--- config.mk ---
export PLATFORM = sky130hd
export DESIGN_NAME = rx_mode_ctrl
export DESIGN_NICKNAME = d
export VERILOG_FILES = /design/src/pin_sync.v /design/src/rx_mode_ctrl.v
export VERILOG_INCLUDE_DIRS = /design/src
export SDC_FILE = /design/constraint.sdc
export NUM_CORES = 1
export LEC_CHECK = 0
export CAP_MARGIN = 10
export CORE_MARGIN = 2
export CORE_UTILIZATION = 40
export CTS_BUF_LIST = sky130_fd_sc_hd__clkbuf_8
export DETAILED_ROUTE_END_ITERATION = 6
export DONT_BUFFER_PORTS = 1
export GPL_ROUTABILITY_DRIVEN = 0
export HOLD_SLACK_MARGIN = 0.06
export PLACE_DENSITY = 0.56
export SLEW_MARGIN = 15
export SYNTH_ARGS = -nofsm -noshare
export SYNTH_HDL_FRONTEND = slang
export SYNTH_SLANG_ARGS = --single-unit
--- constraint.sdc ---
create_clock -name clk -period 1.2 [get_ports clk]
set_input_delay 0.06 -clock clk [delete_from_list [all_inputs] [get_ports clk]]
set_output_delay 0.06 -clock clk [all_outputs]
set_load 0.05 [all_outputs]
--- src/rx_ctrl_regs.vh ---
// Bit positions, widths and reset values for the receive control block.
`ifndef RX_CTRL_REGS_VH
`define RX_CTRL_REGS_VH
`define WORD_LEN          36
`define WORD_RESET        36'h000000000
`define CNT_W             6
`define CNT_LAST          6'h23
`define POS_REF_VCO_SEL   0
`define POS_MAIN_LO       1
`define POS_MAIN_HI       8
`define POS_SWAL_LO       9
`define POS_SWAL_HI       12
`define POS_REFDIV_LO     13
`define POS_REFDIV_HI     23
`define POS_CP_POL        24
`define POS_DMAIN_LO      25
`define POS_DMAIN_HI      32
`define POS_DSWAL_LO      33
`define POS_DSWAL_HI      34
`define POS_SYN_PD        35
`define MODE_SLEEP        3'h0
`define MODE_STANDBY      3'h1
`define MODE_ACTIVE       3'h2
`define MODE_EXT_OSC      3'h3
`define MODE_UNDEF        3'h4
`endif

--- src/pin_sync.v ---
// Two-flip-flop synchroniser for a group of pin inputs.
module pin_sync #(
    parameter W = 1
) (
    input  wire         clk,
    input  wire         sys_rst,
    input  wire [W-1:0] pin_in,
    output reg  [W-1:0] pin_out
);
    reg [W-1:0] meta_r;

    always @(posedge clk)
    begin
        if (sys_rst)
        begin
            meta_r  <= {W{1'b0}};
            pin_out <= {W{1'b0}};
        end
        else
        begin
            meta_r  <= pin_in;
            pin_out <= meta_r;
        end
    end
endmodule // pin_sync

--- src/rx_mode_ctrl.v ---
// Mode decode of control pins and three-wire synthesizer programming port.
`include "rx_ctrl_regs.vh"
module rx_mode_ctrl (
    // Clock and reset
    input  wire        clk,
    input  wire        sys_rst,
    // Static control pins
    input  wire        power_enable,
    input  wire        standby_pin,
    input  wire        demod_osc_source_pin,
    input  wire        band_select,
    input  wire        front_amp_gain_select,
    input  wire        output_path_select,
    // Three-wire programming port
    input  wire        serial_clk,
    input  wire        serial_data,
    input  wire        load_strobe,
    // Mode and analog enables
    output reg  [2:0]  op_mode,
    output reg         low_amp_enable,
    output reg         high_amp_enable,
    output reg         amp_high_gain,
    output reg         iq_out_enable,
    output reg         if_out_enable,
    output reg         lo_buffer_enable,
    output reg         synth_enable,
    output reg         demod_div_enable,
    output reg         ext_demod_osc_enable,
    // Active synthesizer configuration
    output reg         ref_vco_select,
    output reg  [7:0]  synth_main_divider_bits,
    output reg  [3:0]  synth_swallow_bits,
    output reg  [10:0] synth_reference_divider_bits,
    output reg         charge_pump_polarity,
    output reg  [7:0]  demod_main_divider_bits,
    output reg  [1:0]  demod_swallow_bits,
    output reg         synth_power_down,
    output reg         config_loaded
);
    wire [8:0] pins_s;
    reg        sclk_d_r;
    reg        strobe_d_r;
    reg [`WORD_LEN-1:0] shift_r;
    reg [`WORD_LEN-1:0] word_r;
    reg [`CNT_W-1:0]    count_r;
    reg        full_r;
    reg [2:0]  mode_nxt;
    wire       pwr;
    wire       stby;
    wire       src;
    wire       band;
    wire       gain;
    wire       path;
    wire       sclk;
    wire       sdat;
    wire       strb;

    pin_sync #(.W(9)) u_sync (
        .clk     (clk),
        .sys_rst (sys_rst),
        .pin_in  ({power_enable, standby_pin, demod_osc_source_pin, band_select,
                   front_amp_gain_select, output_path_select, serial_clk,
                   serial_data, load_strobe}),
        .pin_out (pins_s)
    );

    assign pwr  = pins_s[8];
    assign stby = pins_s[7];
    assign src  = pins_s[6];
    assign band = pins_s[5];
    assign gain = pins_s[4];
    assign path = pins_s[3];
    assign sclk = pins_s[2];
    assign sdat = pins_s[1];
    assign strb = pins_s[0];

    // Mode decode; combinations absent from the truth table fall to undefined, which turns off the amplifiers and outputs.
    always @*
    begin
        if (pwr && !src)
            mode_nxt = `MODE_EXT_OSC;
        else if (pwr && stby && src)
            mode_nxt = `MODE_ACTIVE;
        else if (!pwr && stby && src)
            mode_nxt = `MODE_STANDBY;
        else if (!pwr && !stby && !src)
            mode_nxt = `MODE_SLEEP;
        else
            mode_nxt = `MODE_UNDEF;
    end

    always @(posedge clk)
    begin
        if (sys_rst)
        begin
            op_mode              <= `MODE_SLEEP;
            low_amp_enable       <= 1'b0;
            high_amp_enable      <= 1'b0;
            amp_high_gain        <= 1'b0;
            iq_out_enable        <= 1'b0;
            if_out_enable        <= 1'b0;
            lo_buffer_enable     <= 1'b0;
            synth_enable         <= 1'b0;
            demod_div_enable     <= 1'b0;
            ext_demod_osc_enable <= 1'b0;
        end
        else
        begin
            op_mode <= mode_nxt;
            case (mode_nxt)
                `MODE_ACTIVE:
                begin
                    low_amp_enable   <= !band;
                    high_amp_enable  <= band;
                    amp_high_gain    <= gain;
                    iq_out_enable    <= !path;
                    if_out_enable    <= path;
                end
                `MODE_EXT_OSC:
                begin
                    low_amp_enable   <= !band;
                    high_amp_enable  <= band;
                    amp_high_gain    <= gain;
                    iq_out_enable    <= !path;
                    if_out_enable    <= path;
                end
                default:
                begin
                    low_amp_enable   <= 1'b0;
                    high_amp_enable  <= 1'b0;
                    amp_high_gain    <= 1'b0;
                    iq_out_enable    <= 1'b0;
                    if_out_enable    <= 1'b0;
                end
            endcase
            // Standby pin gates the LO buffer and synthesizer, the source pin the demod divider, unless asleep.
            lo_buffer_enable     <= stby && (mode_nxt != `MODE_SLEEP);
            synth_enable         <= stby && (mode_nxt != `MODE_SLEEP)
                                    && !word_r[`POS_SYN_PD];
            demod_div_enable     <= src && (mode_nxt != `MODE_SLEEP);
            ext_demod_osc_enable <= !src && (mode_nxt == `MODE_EXT_OSC);
        end
    end

    // Serial shift register; the strobe edge commits only a complete word.
    always @(posedge clk)
    begin
        if (sys_rst)
        begin
            sclk_d_r      <= 1'b0;
            strobe_d_r    <= 1'b0;
            shift_r       <= `WORD_RESET;
            word_r        <= `WORD_RESET;
            count_r       <= {`CNT_W{1'b0}};
            full_r        <= 1'b0;
            config_loaded <= 1'b0;
        end
        else
        begin
            sclk_d_r   <= sclk;
            strobe_d_r <= strb;
            if (strb && !strobe_d_r)
            begin
                if (full_r)
                begin
                    word_r        <= shift_r;
                    config_loaded <= 1'b1;
                end
                count_r <= {`CNT_W{1'b0}};
                full_r  <= 1'b0;
            end
            else if (sclk && !sclk_d_r)
            begin
                // Last bit shifted becomes bit 35; bit 00 goes first.
                shift_r <= {sdat, shift_r[`WORD_LEN-1:1]};
                if (count_r == `CNT_LAST)
                    full_r <= 1'b1;
                else
                    count_r <= count_r + 6'h01;
            end
        end
    end

    always @*
    begin
        ref_vco_select               = word_r[`POS_REF_VCO_SEL];
        synth_main_divider_bits      = word_r[`POS_MAIN_HI:`POS_MAIN_LO];
        synth_swallow_bits           = word_r[`POS_SWAL_HI:`POS_SWAL_LO];
        synth_reference_divider_bits = word_r[`POS_REFDIV_HI:`POS_REFDIV_LO];
        charge_pump_polarity         = word_r[`POS_CP_POL];
        demod_main_divider_bits      = word_r[`POS_DMAIN_HI:`POS_DMAIN_LO];
        demod_swallow_bits           = word_r[`POS_DSWAL_HI:`POS_DSWAL_LO];
        synth_power_down             = word_r[`POS_SYN_PD];
    end
endmodule // rx_mode_ctrl

Yosys cells after proc, flatten, opt, wreduce, memory -nomap -nowiden:

Cells that the tools add are included.

* $add $sub $neg: 1
* eq/ne operators: 3
* multiplexer cells: 4
* bitwise operators: 3
* reductions and logical operators: 29

Operator list (count)
* logical AND 1 bit: 13
* 2-to-1 mux 3 bit: 4
* logical NOT 1 bit: 8
* AND reduction 2 bit: 4
* adder 6 x 1 -> 6 bit (second input constant): 1
* == test 3 x 2 -> 1 bit (second input constant): 2
* == test 6 bit (second input constant): 1
* OR reduction 2 bit: 3
* inverter 1 bit: 3
* nonzero test 3 bit: 1

* flip-flop bits (word level): 112
* logic and storage cells: 59

Logic depth before layout (Yosys ltp):

Gate-level depths: netlist (run 1).

* depth in word-level cells: 11
* gate-level depth with buffers: 5

Cells and area by module:

A second synthesis (run 1) with hierarchy kept.

* cells, all modules: 438
* area, all modules: 3861.2 um^2

Modules (own cells, without submodules)
* rx_mode_ctrl: times used 1, cells an instance 401, area an instance 3372.0 um^2, seq. area each 1881.8 um^2
* pin_sync: times used 1, cells an instance 37, area an instance 489.2 um^2, seq. area each 360.3 um^2

Worst setup path after synthesis (run 1):

OpenSTA, ideal clock, no wires.

* path type: reg-to-reg
* start point: reg count_r[0]
* end point: reg count_r[0]
* library setup time: 0.072 ns
* arrival: 1.082 ns
* required time: 1.128 ns
* path slack: 0.046 ns
* cell stages (with the launch flop): 5
* buffers on the path: 0
* cells stage by stage: dfxtp_1 ha_1 and2b_1 a21oi_1 mux2i_1

* word-level cells in the longest chain between the ends: 3
* elaborated cells on any way between the ends: 4
* those cells by class: add/sub (1); eq/ne (1); bitwise (1); reduce/logical (1)

Ends and longest elaborated chain
* start: declaration: RTL line rx_mode_ctrl.v:45 `` reg [`CNT_W-1:0] count_r; ``
* start signal: assignment: RTL line rx_mode_ctrl.v:154 `` count_r <= {`CNT_W{1'b0}}; ``
* start signal: assignment: RTL line rx_mode_ctrl.v:169 `` count_r <= {`CNT_W{1'b0}}; ``
* start signal: assignment: RTL line rx_mode_ctrl.v:179 `count_r <= count_r + 6'h01;`
* parallel branches: the longest is 3 deep, another holds adder 6 x 1 -> 6 bit

Several ways; the timed one is not identified.
A chain may end at the register's enable or synchronous reset.

Worst setup path in the final report (run 1):

* start point: reg count_r[2]
* end point: reg count_r[5]

Same word-level chain as after synthesis.

==> impl_metrics.xml, run 1 <==
<?xml version="1.0" encoding="UTF-8"?>
<metrics>
  <group name="worst_hold_path">
    <metric name="worstHoldPathCells" unit="">1</metric>
    <metric name="hold_end" unit="">shift_r[18]$_SDFFE_PP0P_</metric>
    <metric name="hp-start" unit="">sys_rst</metric>
    <metric name="min_path_type" unit="">in -&gt; reg</metric>
  </group>
  <group name="cells_and_area">
    <metric name="final_cell_mix" unit="">103 x dfxtp_1, 76 x nand2_1, 73 x a21oi_1</metric>
    <metric name="final_layout_size_suffix_gt1_share" unit="%">18.6</metric>
    <metric name="area.growth.synth_to_final" unit="%">28.0</metric>
    <metric name="fin_area" unit="mm^2">0.00494</metric>
    <metric name="diodes" unit="">0</metric>
    <metric name="finalNetCount" unit="">507</metric>
    <metric name="final_core_util" unit="%">53.3</metric>
    <metric name="layout.cells.most_common" unit="">dfxtp_1</metric>
    <metric name="fillCellCount" unit="">909</metric>
    <metric name="final_cells" unit="">629</metric>
  </group>
  <group name="timing">
    <metric name="timing.final.setup_violations" unit="">0</metric>
    <metric name="timing.final.hold_violations" unit="">77</metric>
    <metric name="max_slew_margin" unit="%">65.9</metric>
    <metric name="finalWorstPathRequiredPeriod" unit="ns">1.19</metric>
    <metric name="tightest_slew" unit="ns">0.511</metric>
    <metric name="final.setup.worst_slack" unit="ns">0.00613</metric>
    <metric name="min_period_over_period" unit="%">99.5</metric>
    <metric name="fmax" unit="MHz">838</metric>
    <metric name="final_max_slew_viol_count" unit="">0</metric>
    <metric name="grt_setup_unrepaired" unit="">true</metric>
    <metric name="hold-worst-slack" unit="ns">-0.215</metric>
    <metric name="timing.setup.tns" unit="ns">0</metric>
    <metric name="finClkSkew" unit="ns">0.0130</metric>
  </group>
  <group name="clock_tree">
    <metric name="cts-hold-fix-buffers" unit="">24</metric>
    <metric name="tritoncts" unit="">built</metric>
    <metric name="cts_buffers" unit="">9</metric>
    <metric name="clock-root-buffer" unit="">clkbuf_8</metric>
    <metric name="clkSinkCount" unit="">112</metric>
    <metric name="cts_htree_levels" unit="">3</metric>
    <metric name="clkSlewWorstSetupHoldPaths" unit="ns">0.11</metric>
    <metric name="clockBufferDepth" unit="">2</metric>
    <metric name="clk_latency" unit="ns">0.37</metric>
  </group>
  <group name="place">
    <metric name="dp_slack" unit="ns">-0.0460</metric>
    <metric name="hpwlAfterDp" unit="um">4420</metric>
    <metric name="dpl.cell_count" unit="">583</metric>
    <metric name="place.port_buffers" unit="">0</metric>
    <metric name="placement.cell_area" unit="mm^2">0.00431</metric>
  </group>
  <group name="floorplan">
    <metric name="core" unit="mm^2">0.00928</metric>
    <metric name="num_rows" unit="">35</metric>
    <metric name="die_area" unit="mm^2">0.0105</metric>
    <metric name="die-width" unit="um">102</metric>
    <metric name="dieHeight" unit="um">102</metric>
    <metric name="floorplan.initialDensity" unit="%">41.6</metric>
    <metric name="num_io_pins" unit="">60</metric>
  </group>
  <group name="drt">
    <metric name="post-route-drc-count" unit="">0</metric>
    <metric name="vias" unit="">3127</metric>
    <metric name="routed_via_density" unit="">4.97</metric>
    <metric name="met2_wire_len" unit="um">4060</metric>
    <metric name="route.met3.wl" unit="um">353</metric>
    <metric name="top_layer" unit="">met4</metric>
    <metric name="route.antenna.remaining_nets" unit="">0</metric>
    <metric name="wl_per_cell" unit="um">13.3</metric>
    <metric name="drt-met1-wl" unit="um">3860</metric>
    <metric name="detailedRoute.firstIterationViolations" unit="">164</metric>
    <metric name="detailedRoute.firstPassIterationCount" unit="">5</metric>
    <metric name="finalWirelength" unit="um">8340</metric>
  </group>
  <group name="setup_path">
    <metric name="setup.worst_path.start_class" unit="">register</metric>
    <metric name="setup.reg_to_reg.worst_slack" unit="ns">0.006</metric>
    <metric name="number_of_cells_traversed_by_the_worst_register_to_register_path" unit="">3</metric>
    <metric name="critical_register_to_register_path_endpoint" unit="">count_r[5]$_SDFFE_PP0P_</metric>
    <metric name="worstSetupEndpointType" unit="">register</metric>
    <metric name="critPathMaxFanout" unit="">5</metric>
    <metric name="worst_ep_required_time" unit="ns">1.51</metric>
    <metric name="regToRegStartpoint" unit="">count_r[2]$_SDFFE_PP0P_</metric>
    <metric name="critPathArrivalTime" unit="ns">1.50</metric>
    <metric name="kind_of_critical_path" unit="">reg -&gt; reg</metric>
  </group>
  <group name="yosys">
    <metric name="simple_gate_fraction_of_synth_area" unit="%">21.0</metric>
    <metric name="synth-compound-area-share" unit="%">15.5</metric>
    <metric name="gate_count_post_synth" unit="">439</metric>
    <metric name="yosys_warnings" unit="">0</metric>
    <metric name="synthAdderAreaFrac" unit="%">0.324</metric>
    <metric name="synth-xor-area-share" unit="%">0</metric>
    <metric name="synth.mux.area_fraction" unit="%">0.518</metric>
    <metric name="ys_seq_elements" unit="">112</metric>
    <metric name="synth_area_per_cell" unit="um^2">8.80</metric>
    <metric name="syn-num-nets" unit="">451</metric>
    <metric name="main_combinational_cell_family_by_area_after_synthesis" unit="">simple AND/OR/NAND/NOR gates</metric>
    <metric name="synth.distinct_cells" unit="">28</metric>
    <metric name="share_of_synthesized_area_occupied_by_flip_flops_and_latches" unit="%">58.0</metric>
    <metric name="post_synth_instance_area" unit="mm^2">0.00386</metric>
  </group>
  <group name="global_route">
    <metric name="grt_pass1_wl" unit="um">13100</metric>
    <metric name="grt_start_max_net_pins" unit="">102</metric>
    <metric name="grt.total_usage" unit="%">15.7</metric>
    <metric name="via_count_of_the_first_global_routing_pass" unit="">2877</metric>
    <metric name="antenna_violations_before_repair" unit="">0</metric>
    <metric name="grt_overflow" unit="">0</metric>
  </group>
  <group name="run">
    <metric name="maxCapViolCount" unit="">0</metric>
  </group>
  <group name="power_and_ir_drop">
    <metric name="leakage" unit="nW">1.80</metric>
    <metric name="design_power_total" unit="mW">6.59</metric>
    <metric name="p_per_cell_area" unit="mW/mm^2">1330</metric>
    <metric name="max-vdd-ir-drop" unit="mV">0.558</metric>
  </group>
  <group name="status">
    <metric name="run_status" unit="">finished with violations</metric>
    <metric name="violations" unit="">hold timing</metric>
  </group>
</metrics>
final cells by class:
type | count | area, um^2 | share of cell area, %
multi-input cells | 290 | 1500 | 30.3
repair buffers | 79 | 781 | 15.8
clock inverters | 7 | 111 | 2.25
inverters | 3 | 11.3 | 0.228
flip-flops and latches | 112 | 2260 | 45.7
well taps | 129 | 161 | 3.26
clock buffers | 9 | 124 | 2.51
sequential cells by signal (all words and copies together) (netlist names):
signal,cells
config_loaded,1
strobe_d_r,1
u_sync.meta_r,9
count_r,6
low_amp_enable,1
synth_enable,1
u_sync.pin_out,9
if_out_enable,1
high_amp_enable,1
iq_out_enable,1
amp_high_gain,1
demod_div_enable,1
full_r,1
shift_r,36
ext_demod_osc_enable,1
word_r,36
lo_buffer_enable,1
sclk_d_r,1
op_mode,3
repair_timing:
item,CTS,global route
endpoints found under the setup margin,8,80
endpoints found under the hold margin,109,77
gates cloned,0,3
pin swaps,3,3
buffers inserted,2,1
resized for setup,7,21
how the worst max path moves through the flow:
stage	start	slack, ns	endpoint
5_1_grt	count_r[0]$_SDFFE_PP0P_	-0.08	count_r[2]$_SDFFE_PP0P_
3_5_place_dp	count_r[0]$_SDFFE_PP0P_	-0.05	count_r[0]$_SDFFE_PP0P_
2_1_floorplan	count_r[0]$_SDFFE_PP0P_	0.05	count_r[0]$_SDFFE_PP0P_
4_1_cts	count_r[3]$_SDFFE_PP0P_	0.0005	count_r[5]$_SDFFE_PP0P_
6_report	count_r[2]$_SDFFE_PP0P_	0.006	count_r[5]$_SDFFE_PP0P_
3_3_place_gp	count_r[0]$_SDFFE_PP0P_	0.01	count_r[0]$_SDFFE_PP0P_
cells in the mapped netlist:
library cell    n  area share (%)
a21oi_1        79              10
a31oi_1         1            0.16
and2_1          3            0.49
and2b_1         1            0.19
and3b_1         1            0.23
buf_2           9             1.2
buf_4           4            0.78
buf_6           1            0.29
clkbuf_1       17             1.7
clkbuf_2        3            0.39
dfxtp_1       112              58
ha_1            1            0.32
inv_1           3            0.29
mux2i_1         2            0.52
nand2_1        76             7.4
nand2b_1        4            0.65
nand2b_4        1            0.36
nand3_1        41             5.3
nand3b_1        2            0.39
nand3b_2        1            0.29
nor2_1          7            0.68
nor2b_1        23             3.7
nor3_1          1            0.13
nor3b_1         1            0.19
o21ai_0        38             4.9
o31ai_1         1            0.19
or3_1           5            0.81
or4_1           1            0.19
power by group:
part	internal, mW	total [mW]	leakage [nW]	switching [mW]
registers	3.76	3.81	0.911	0.0541
clock network	1.22	2.56	0.118	1.34
logic	0.120	0.222	0.770	0.102
per-layer routing:
| layer | global-route usage (%) | vias up |
|---|---|---|
| li1 | - | 1587 |
| met1 | 19.2 | 1469 |
| met5 | 0 | - |
| met3 | 4.10 | 6 |
| met2 | 27.2 | 65 |
| met4 | 4.92 | 0 |
logic make-up after synthesis:
| logic type | after synthesis |
|---|---|
| adders and majority gates | 1 |
| buffers and inverters | 37 |
| and+or+nand+nor | 168 |
| DFF | 112 |
| muxes | 2 |
| AOI/OAI and AO/OA | 119 |
worst max-delay path, stage by stage (launching register included):
cell     delay, ns
dfxtp_2       0.37
nand3_1       0.12
or4_1         0.51
a21oi_2       0.14
Note: power is estimated with default switching activity, not from simulation.
==> run 2: changes to the inputs <==
--- a/config.mk
+++ b/config.mk
@@ -18,4 +18,5 @@
 export SLEW_MARGIN = 15
 export SYNTH_ARGS = -nofsm -noshare
 export SYNTH_HDL_FRONTEND = slang
+export SYNTH_HIERARCHICAL = 1
 export SYNTH_SLANG_ARGS = --single-unit
==> impl_metrics.xml, run 2 <==
<?xml version="1.0" encoding="UTF-8"?>
<metrics>
  <group name="drt">
    <metric name="routed_via_density" unit="">4.98</metric>
    <metric name="detailedRoute.firstIterationViolations" unit="">171</metric>
    <metric name="route.antenna.remaining_nets" unit="">0</metric>
    <metric name="finalWirelength" unit="um">8860</metric>
    <metric name="vias" unit="">3155</metric>
    <metric name="wl_per_cell" unit="um">14.0</metric>
    <metric name="post-route-drc-count" unit="">0</metric>
    <metric name="detailedRoute.firstPassIterationCount" unit="">4</metric>
  </group>
  <group name="yosys">
    <metric name="gate_count_post_synth" unit="">438</metric>
    <metric name="count_of_flip_flops_with_a_built_in_enable_after_synthesis" unit="">0</metric>
    <metric name="synthTopCellsByCount" unit="">112 x dfxtp_1, 79 x a21oi_1, 76 x nand2_1</metric>
    <metric name="post-synth-top-area-fraction" unit="%">58.1</metric>
    <metric name="post_synth_instance_area" unit="mm^2">0.00386</metric>
    <metric name="ys_dominant_reg_cell" unit="">dfxtp_1</metric>
    <metric name="yosys.cell_count.top_type" unit="">dfxtp_1</metric>
    <metric name="synth_area_per_cell" unit="um^2">8.82</metric>
    <metric name="async_reset_ff_share" unit="%">0</metric>
    <metric name="yosys_warnings" unit="">6</metric>
    <metric name="yosys-top-cells-area" unit="">dfxtp_1 58%, a21oi_1 10%, nand2_1 7.4%, nand3_1 5.3%, o21ai_0 4.9%</metric>
    <metric name="share_of_synthesized_area_occupied_by_flip_flops_and_latches" unit="%">58.1</metric>
    <metric name="synth.distinct_cells" unit="">28</metric>
    <metric name="syn-num-nets" unit="">450</metric>
    <metric name="yosysTopAreaCell" unit="">dfxtp_1</metric>
    <metric name="ys_seq_elements" unit="">112</metric>
  </group>
  <group name="global_route">
    <metric name="grt_pass1_wl" unit="um">13500</metric>
    <metric name="via_count_of_the_first_global_routing_pass" unit="">2874</metric>
    <metric name="grt_start_max_net_pins" unit="">102</metric>
    <metric name="grt_overflow" unit="">0</metric>
    <metric name="antenna_violations_before_repair" unit="">0</metric>
    <metric name="grt.total_usage" unit="%">16.3</metric>
  </group>
  <group name="timing">
    <metric name="max_slew_margin" unit="%">67.6</metric>
    <metric name="timing.setup.tns" unit="ns">0</metric>
    <metric name="hold-worst-slack" unit="ns">-0.256</metric>
    <metric name="fmax" unit="MHz">841</metric>
    <metric name="finalWorstPathRequiredPeriod" unit="ns">1.19</metric>
    <metric name="timing.final.hold_violations" unit="">78</metric>
    <metric name="timing.final.setup_violations" unit="">0</metric>
    <metric name="finClkSkew" unit="ns">0.0149</metric>
    <metric name="final_max_slew_viol_count" unit="">0</metric>
    <metric name="tightest_slew" unit="ns">0.486</metric>
    <metric name="min_period_over_period" unit="%">99.1</metric>
    <metric name="grt_setup_unrepaired" unit="">true</metric>
    <metric name="final.setup.worst_slack" unit="ns">0.0106</metric>
  </group>
  <group name="setup_path">
    <metric name="critPathArrivalTime" unit="ns">1.48</metric>
    <metric name="critPathLaunch" unit="">count_r[1]$_SDFFE_PP0P_</metric>
    <metric name="regToRegStartpoint" unit="">count_r[1]$_SDFFE_PP0P_</metric>
    <metric name="crit_path_cell_trace" unit="">ha_4 -&gt; nand3b_1 -&gt; or3_1 -&gt; a21oi_1</metric>
    <metric name="critPathMaxFanout" unit="">4</metric>
    <metric name="worstSetupEndpointType" unit="">register</metric>
    <metric name="crit_path_top_delay_cell" unit="">dfxtp_4</metric>
    <metric name="kind_of_critical_path" unit="">reg -&gt; reg</metric>
    <metric name="worst_ep_required_time" unit="ns">1.49</metric>
    <metric name="critPathMaxStageDelay" unit="ns">0.38</metric>
    <metric name="setup.worst_path.start_class" unit="">register</metric>
  </group>
  <group name="status">
    <metric name="violations" unit="">hold timing</metric>
    <metric name="run_status" unit="">finished with violations</metric>
  </group>
  <group name="worst_hold_path">
    <metric name="min_path_type" unit="">in -&gt; reg</metric>
    <metric name="hp-start" unit="">sys_rst</metric>
  </group>
  <group name="clock_tree">
    <metric name="clkSlewWorstSetupHoldPaths" unit="ns">0.11</metric>
    <metric name="tritoncts" unit="">built</metric>
    <metric name="clkSinkCount" unit="">112</metric>
    <metric name="clk_latency" unit="ns">0.36</metric>
    <metric name="cts_buffers" unit="">9</metric>
    <metric name="clock-root-buffer" unit="">clkbuf_8</metric>
    <metric name="cts-hold-fix-buffers" unit="">30</metric>
    <metric name="clockBufferDepth" unit="">2</metric>
    <metric name="cts_htree_levels" unit="">3</metric>
  </group>
  <group name="power_and_ir_drop">
    <metric name="pwr-share-comb" unit="%">3.8</metric>
    <metric name="leakage" unit="nW">1.84</metric>
    <metric name="clkPwrFrac" unit="%">36.1</metric>
    <metric name="netSwitchingFraction" unit="%">22.2</metric>
    <metric name="design_power_total" unit="mW">6.32</metric>
    <metric name="max-vdd-ir-drop" unit="mV">0.718</metric>
    <metric name="p_per_cell_area" unit="mW/mm^2">1270</metric>
    <metric name="seq_power_share" unit="%">60.2</metric>
    <metric name="cellInternalPower" unit="mW">4.91</metric>
    <metric name="power_switching" unit="mW">1.40</metric>
  </group>
  <group name="place">
    <metric name="hpwlAfterDp" unit="um">4450</metric>
    <metric name="place.port_buffers" unit="">0</metric>
    <metric name="dp_slack" unit="ns">-0.0638</metric>
  </group>
  <group name="floorplan">
    <metric name="num_io_pins" unit="">60</metric>
    <metric name="die-width" unit="um">102</metric>
    <metric name="die_area" unit="mm^2">0.0105</metric>
    <metric name="core" unit="mm^2">0.00928</metric>
    <metric name="dieHeight" unit="um">102</metric>
    <metric name="num_rows" unit="">35</metric>
    <metric name="floorplan.initialDensity" unit="%">41.6</metric>
  </group>
  <group name="cells_and_area">
    <metric name="diodes" unit="">0</metric>
    <metric name="layout.cells.most_common" unit="">dfxtp_1</metric>
    <metric name="final_cell_mix" unit="">101 x dfxtp_1, 76 x nand2_1, 75 x a21oi_1</metric>
    <metric name="final_layout_size_suffix_gt1_share" unit="%">18.2</metric>
    <metric name="finalNetCount" unit="">512</metric>
    <metric name="largestRegisters" unit="">shift_r x36, word_r x36</metric>
    <metric name="fillCellCount" unit="">890</metric>
    <metric name="area.growth.synth_to_final" unit="%">29.1</metric>
  </group>
  <group name="run">
    <metric name="maxCapViolCount" unit="">0</metric>
  </group>
</metrics>
run 2: changes by cell type after synthesis:
cell     delta
buf_4       -2
and2b_1     +7
nor2b_1     -7
buf_2       +1
run 2: path summary, 6_finish.rpt:
kind / cells past startpoint / to / slack, ns
max: 4 / count_r[2]$_SDFFE_PP0P_ / 0.01
min: 1 / word_r[8]$_SDFFE_PP0P_ / -0.26
max reg2reg: 4 / count_r[2]$_SDFFE_PP0P_ / 0.01
min reg2reg: 1 / iq_out_enable$_SDFF_PP0_ / 0.41
run 2: layout make-up:
cell class | instances | area (um^2) | share of cell area [%]
clock inverters | 6 | 65.1 | 1.31
well taps | 129 | 161 | 3.24
multi-input cells | 290 | 1500 | 30.2
clock buffers | 10 | 138 | 2.76
repair buffers | 84 | 838 | 16.8
flip-flops and latches | 112 | 2270 | 45.5
inverters | 3 | 11.3 | 0.226
run 2: layer usage:
layer | track usage [%] | part of all wire [%] | vias to the layer above
li1 | - | - | 1598
met1 | 21.7 | 47 | 1481
met2 | 26.0 | 47 | 64
met3 | 3.56 | 4.3 | 12
met4 | 6.56 | 1.3 | 0
met5 | 0 | 0 | -
run 2: critical path: cells and delay by family (launching register included):
family | cells | cell delay, ns
fa+ha+maj | 1 | 0.13
simple gates | 2 | 0.50
compound gates | 1 | 0.12
flops | 1 | 0.38
run 2: logic make-up after synthesis:
logic type | share of synthesized area [%]
and+or+nand+nor | 21.3
AOI/OAI and AO/OA | 15.5
DFF | 58.1
buffers and inverters | 4.31
muxes | 0.518
adders and majority gates | 0.324
run 2: stage by stage:
stage | cells | instance area, um^2 | hold slack (ns) | util (%)
6_report | 634 | 4980 | -0.256 | 53.7
3_5_place_dp | 583 | 4290 | 0.139 | 46.2
3_3_place_gp | 583 | 4290 | 0.138 | 46.2
2_1_floorplan | 438 | 3860 | 0.132 | -
5_1_grt | 634 | 4980 | -0.269 | 53.7
4_1_cts | 629 | 4800 | -0.262 | 51.7
run 2: timing repair:
action / 4_1_cts / 5_1_grt
hold endpoints to repair: 109 / 78
gates cloned: 0 / 5
resized for setup: 3 / 34
pin swaps: 2 / 6
buffers inserted: 0 / 1
setup endpoints to repair: 3 / 75
run 2: power by group through the flow:
| stage | registers, mW | clock network [mW] | logic [mW] |
|---|---|---|---|
| after floorplan | 3.89 | 0 | 0.142 |
| after global placement | 3.89 | 0 | 0.143 |
| after detailed placement | 3.89 | 0 | 0.143 |
| after CTS | 3.81 | 2.33 | 0.205 |
| after global routing | 3.81 | 2.48 | 0.257 |
| final | 3.80 | 2.28 | 0.237 |
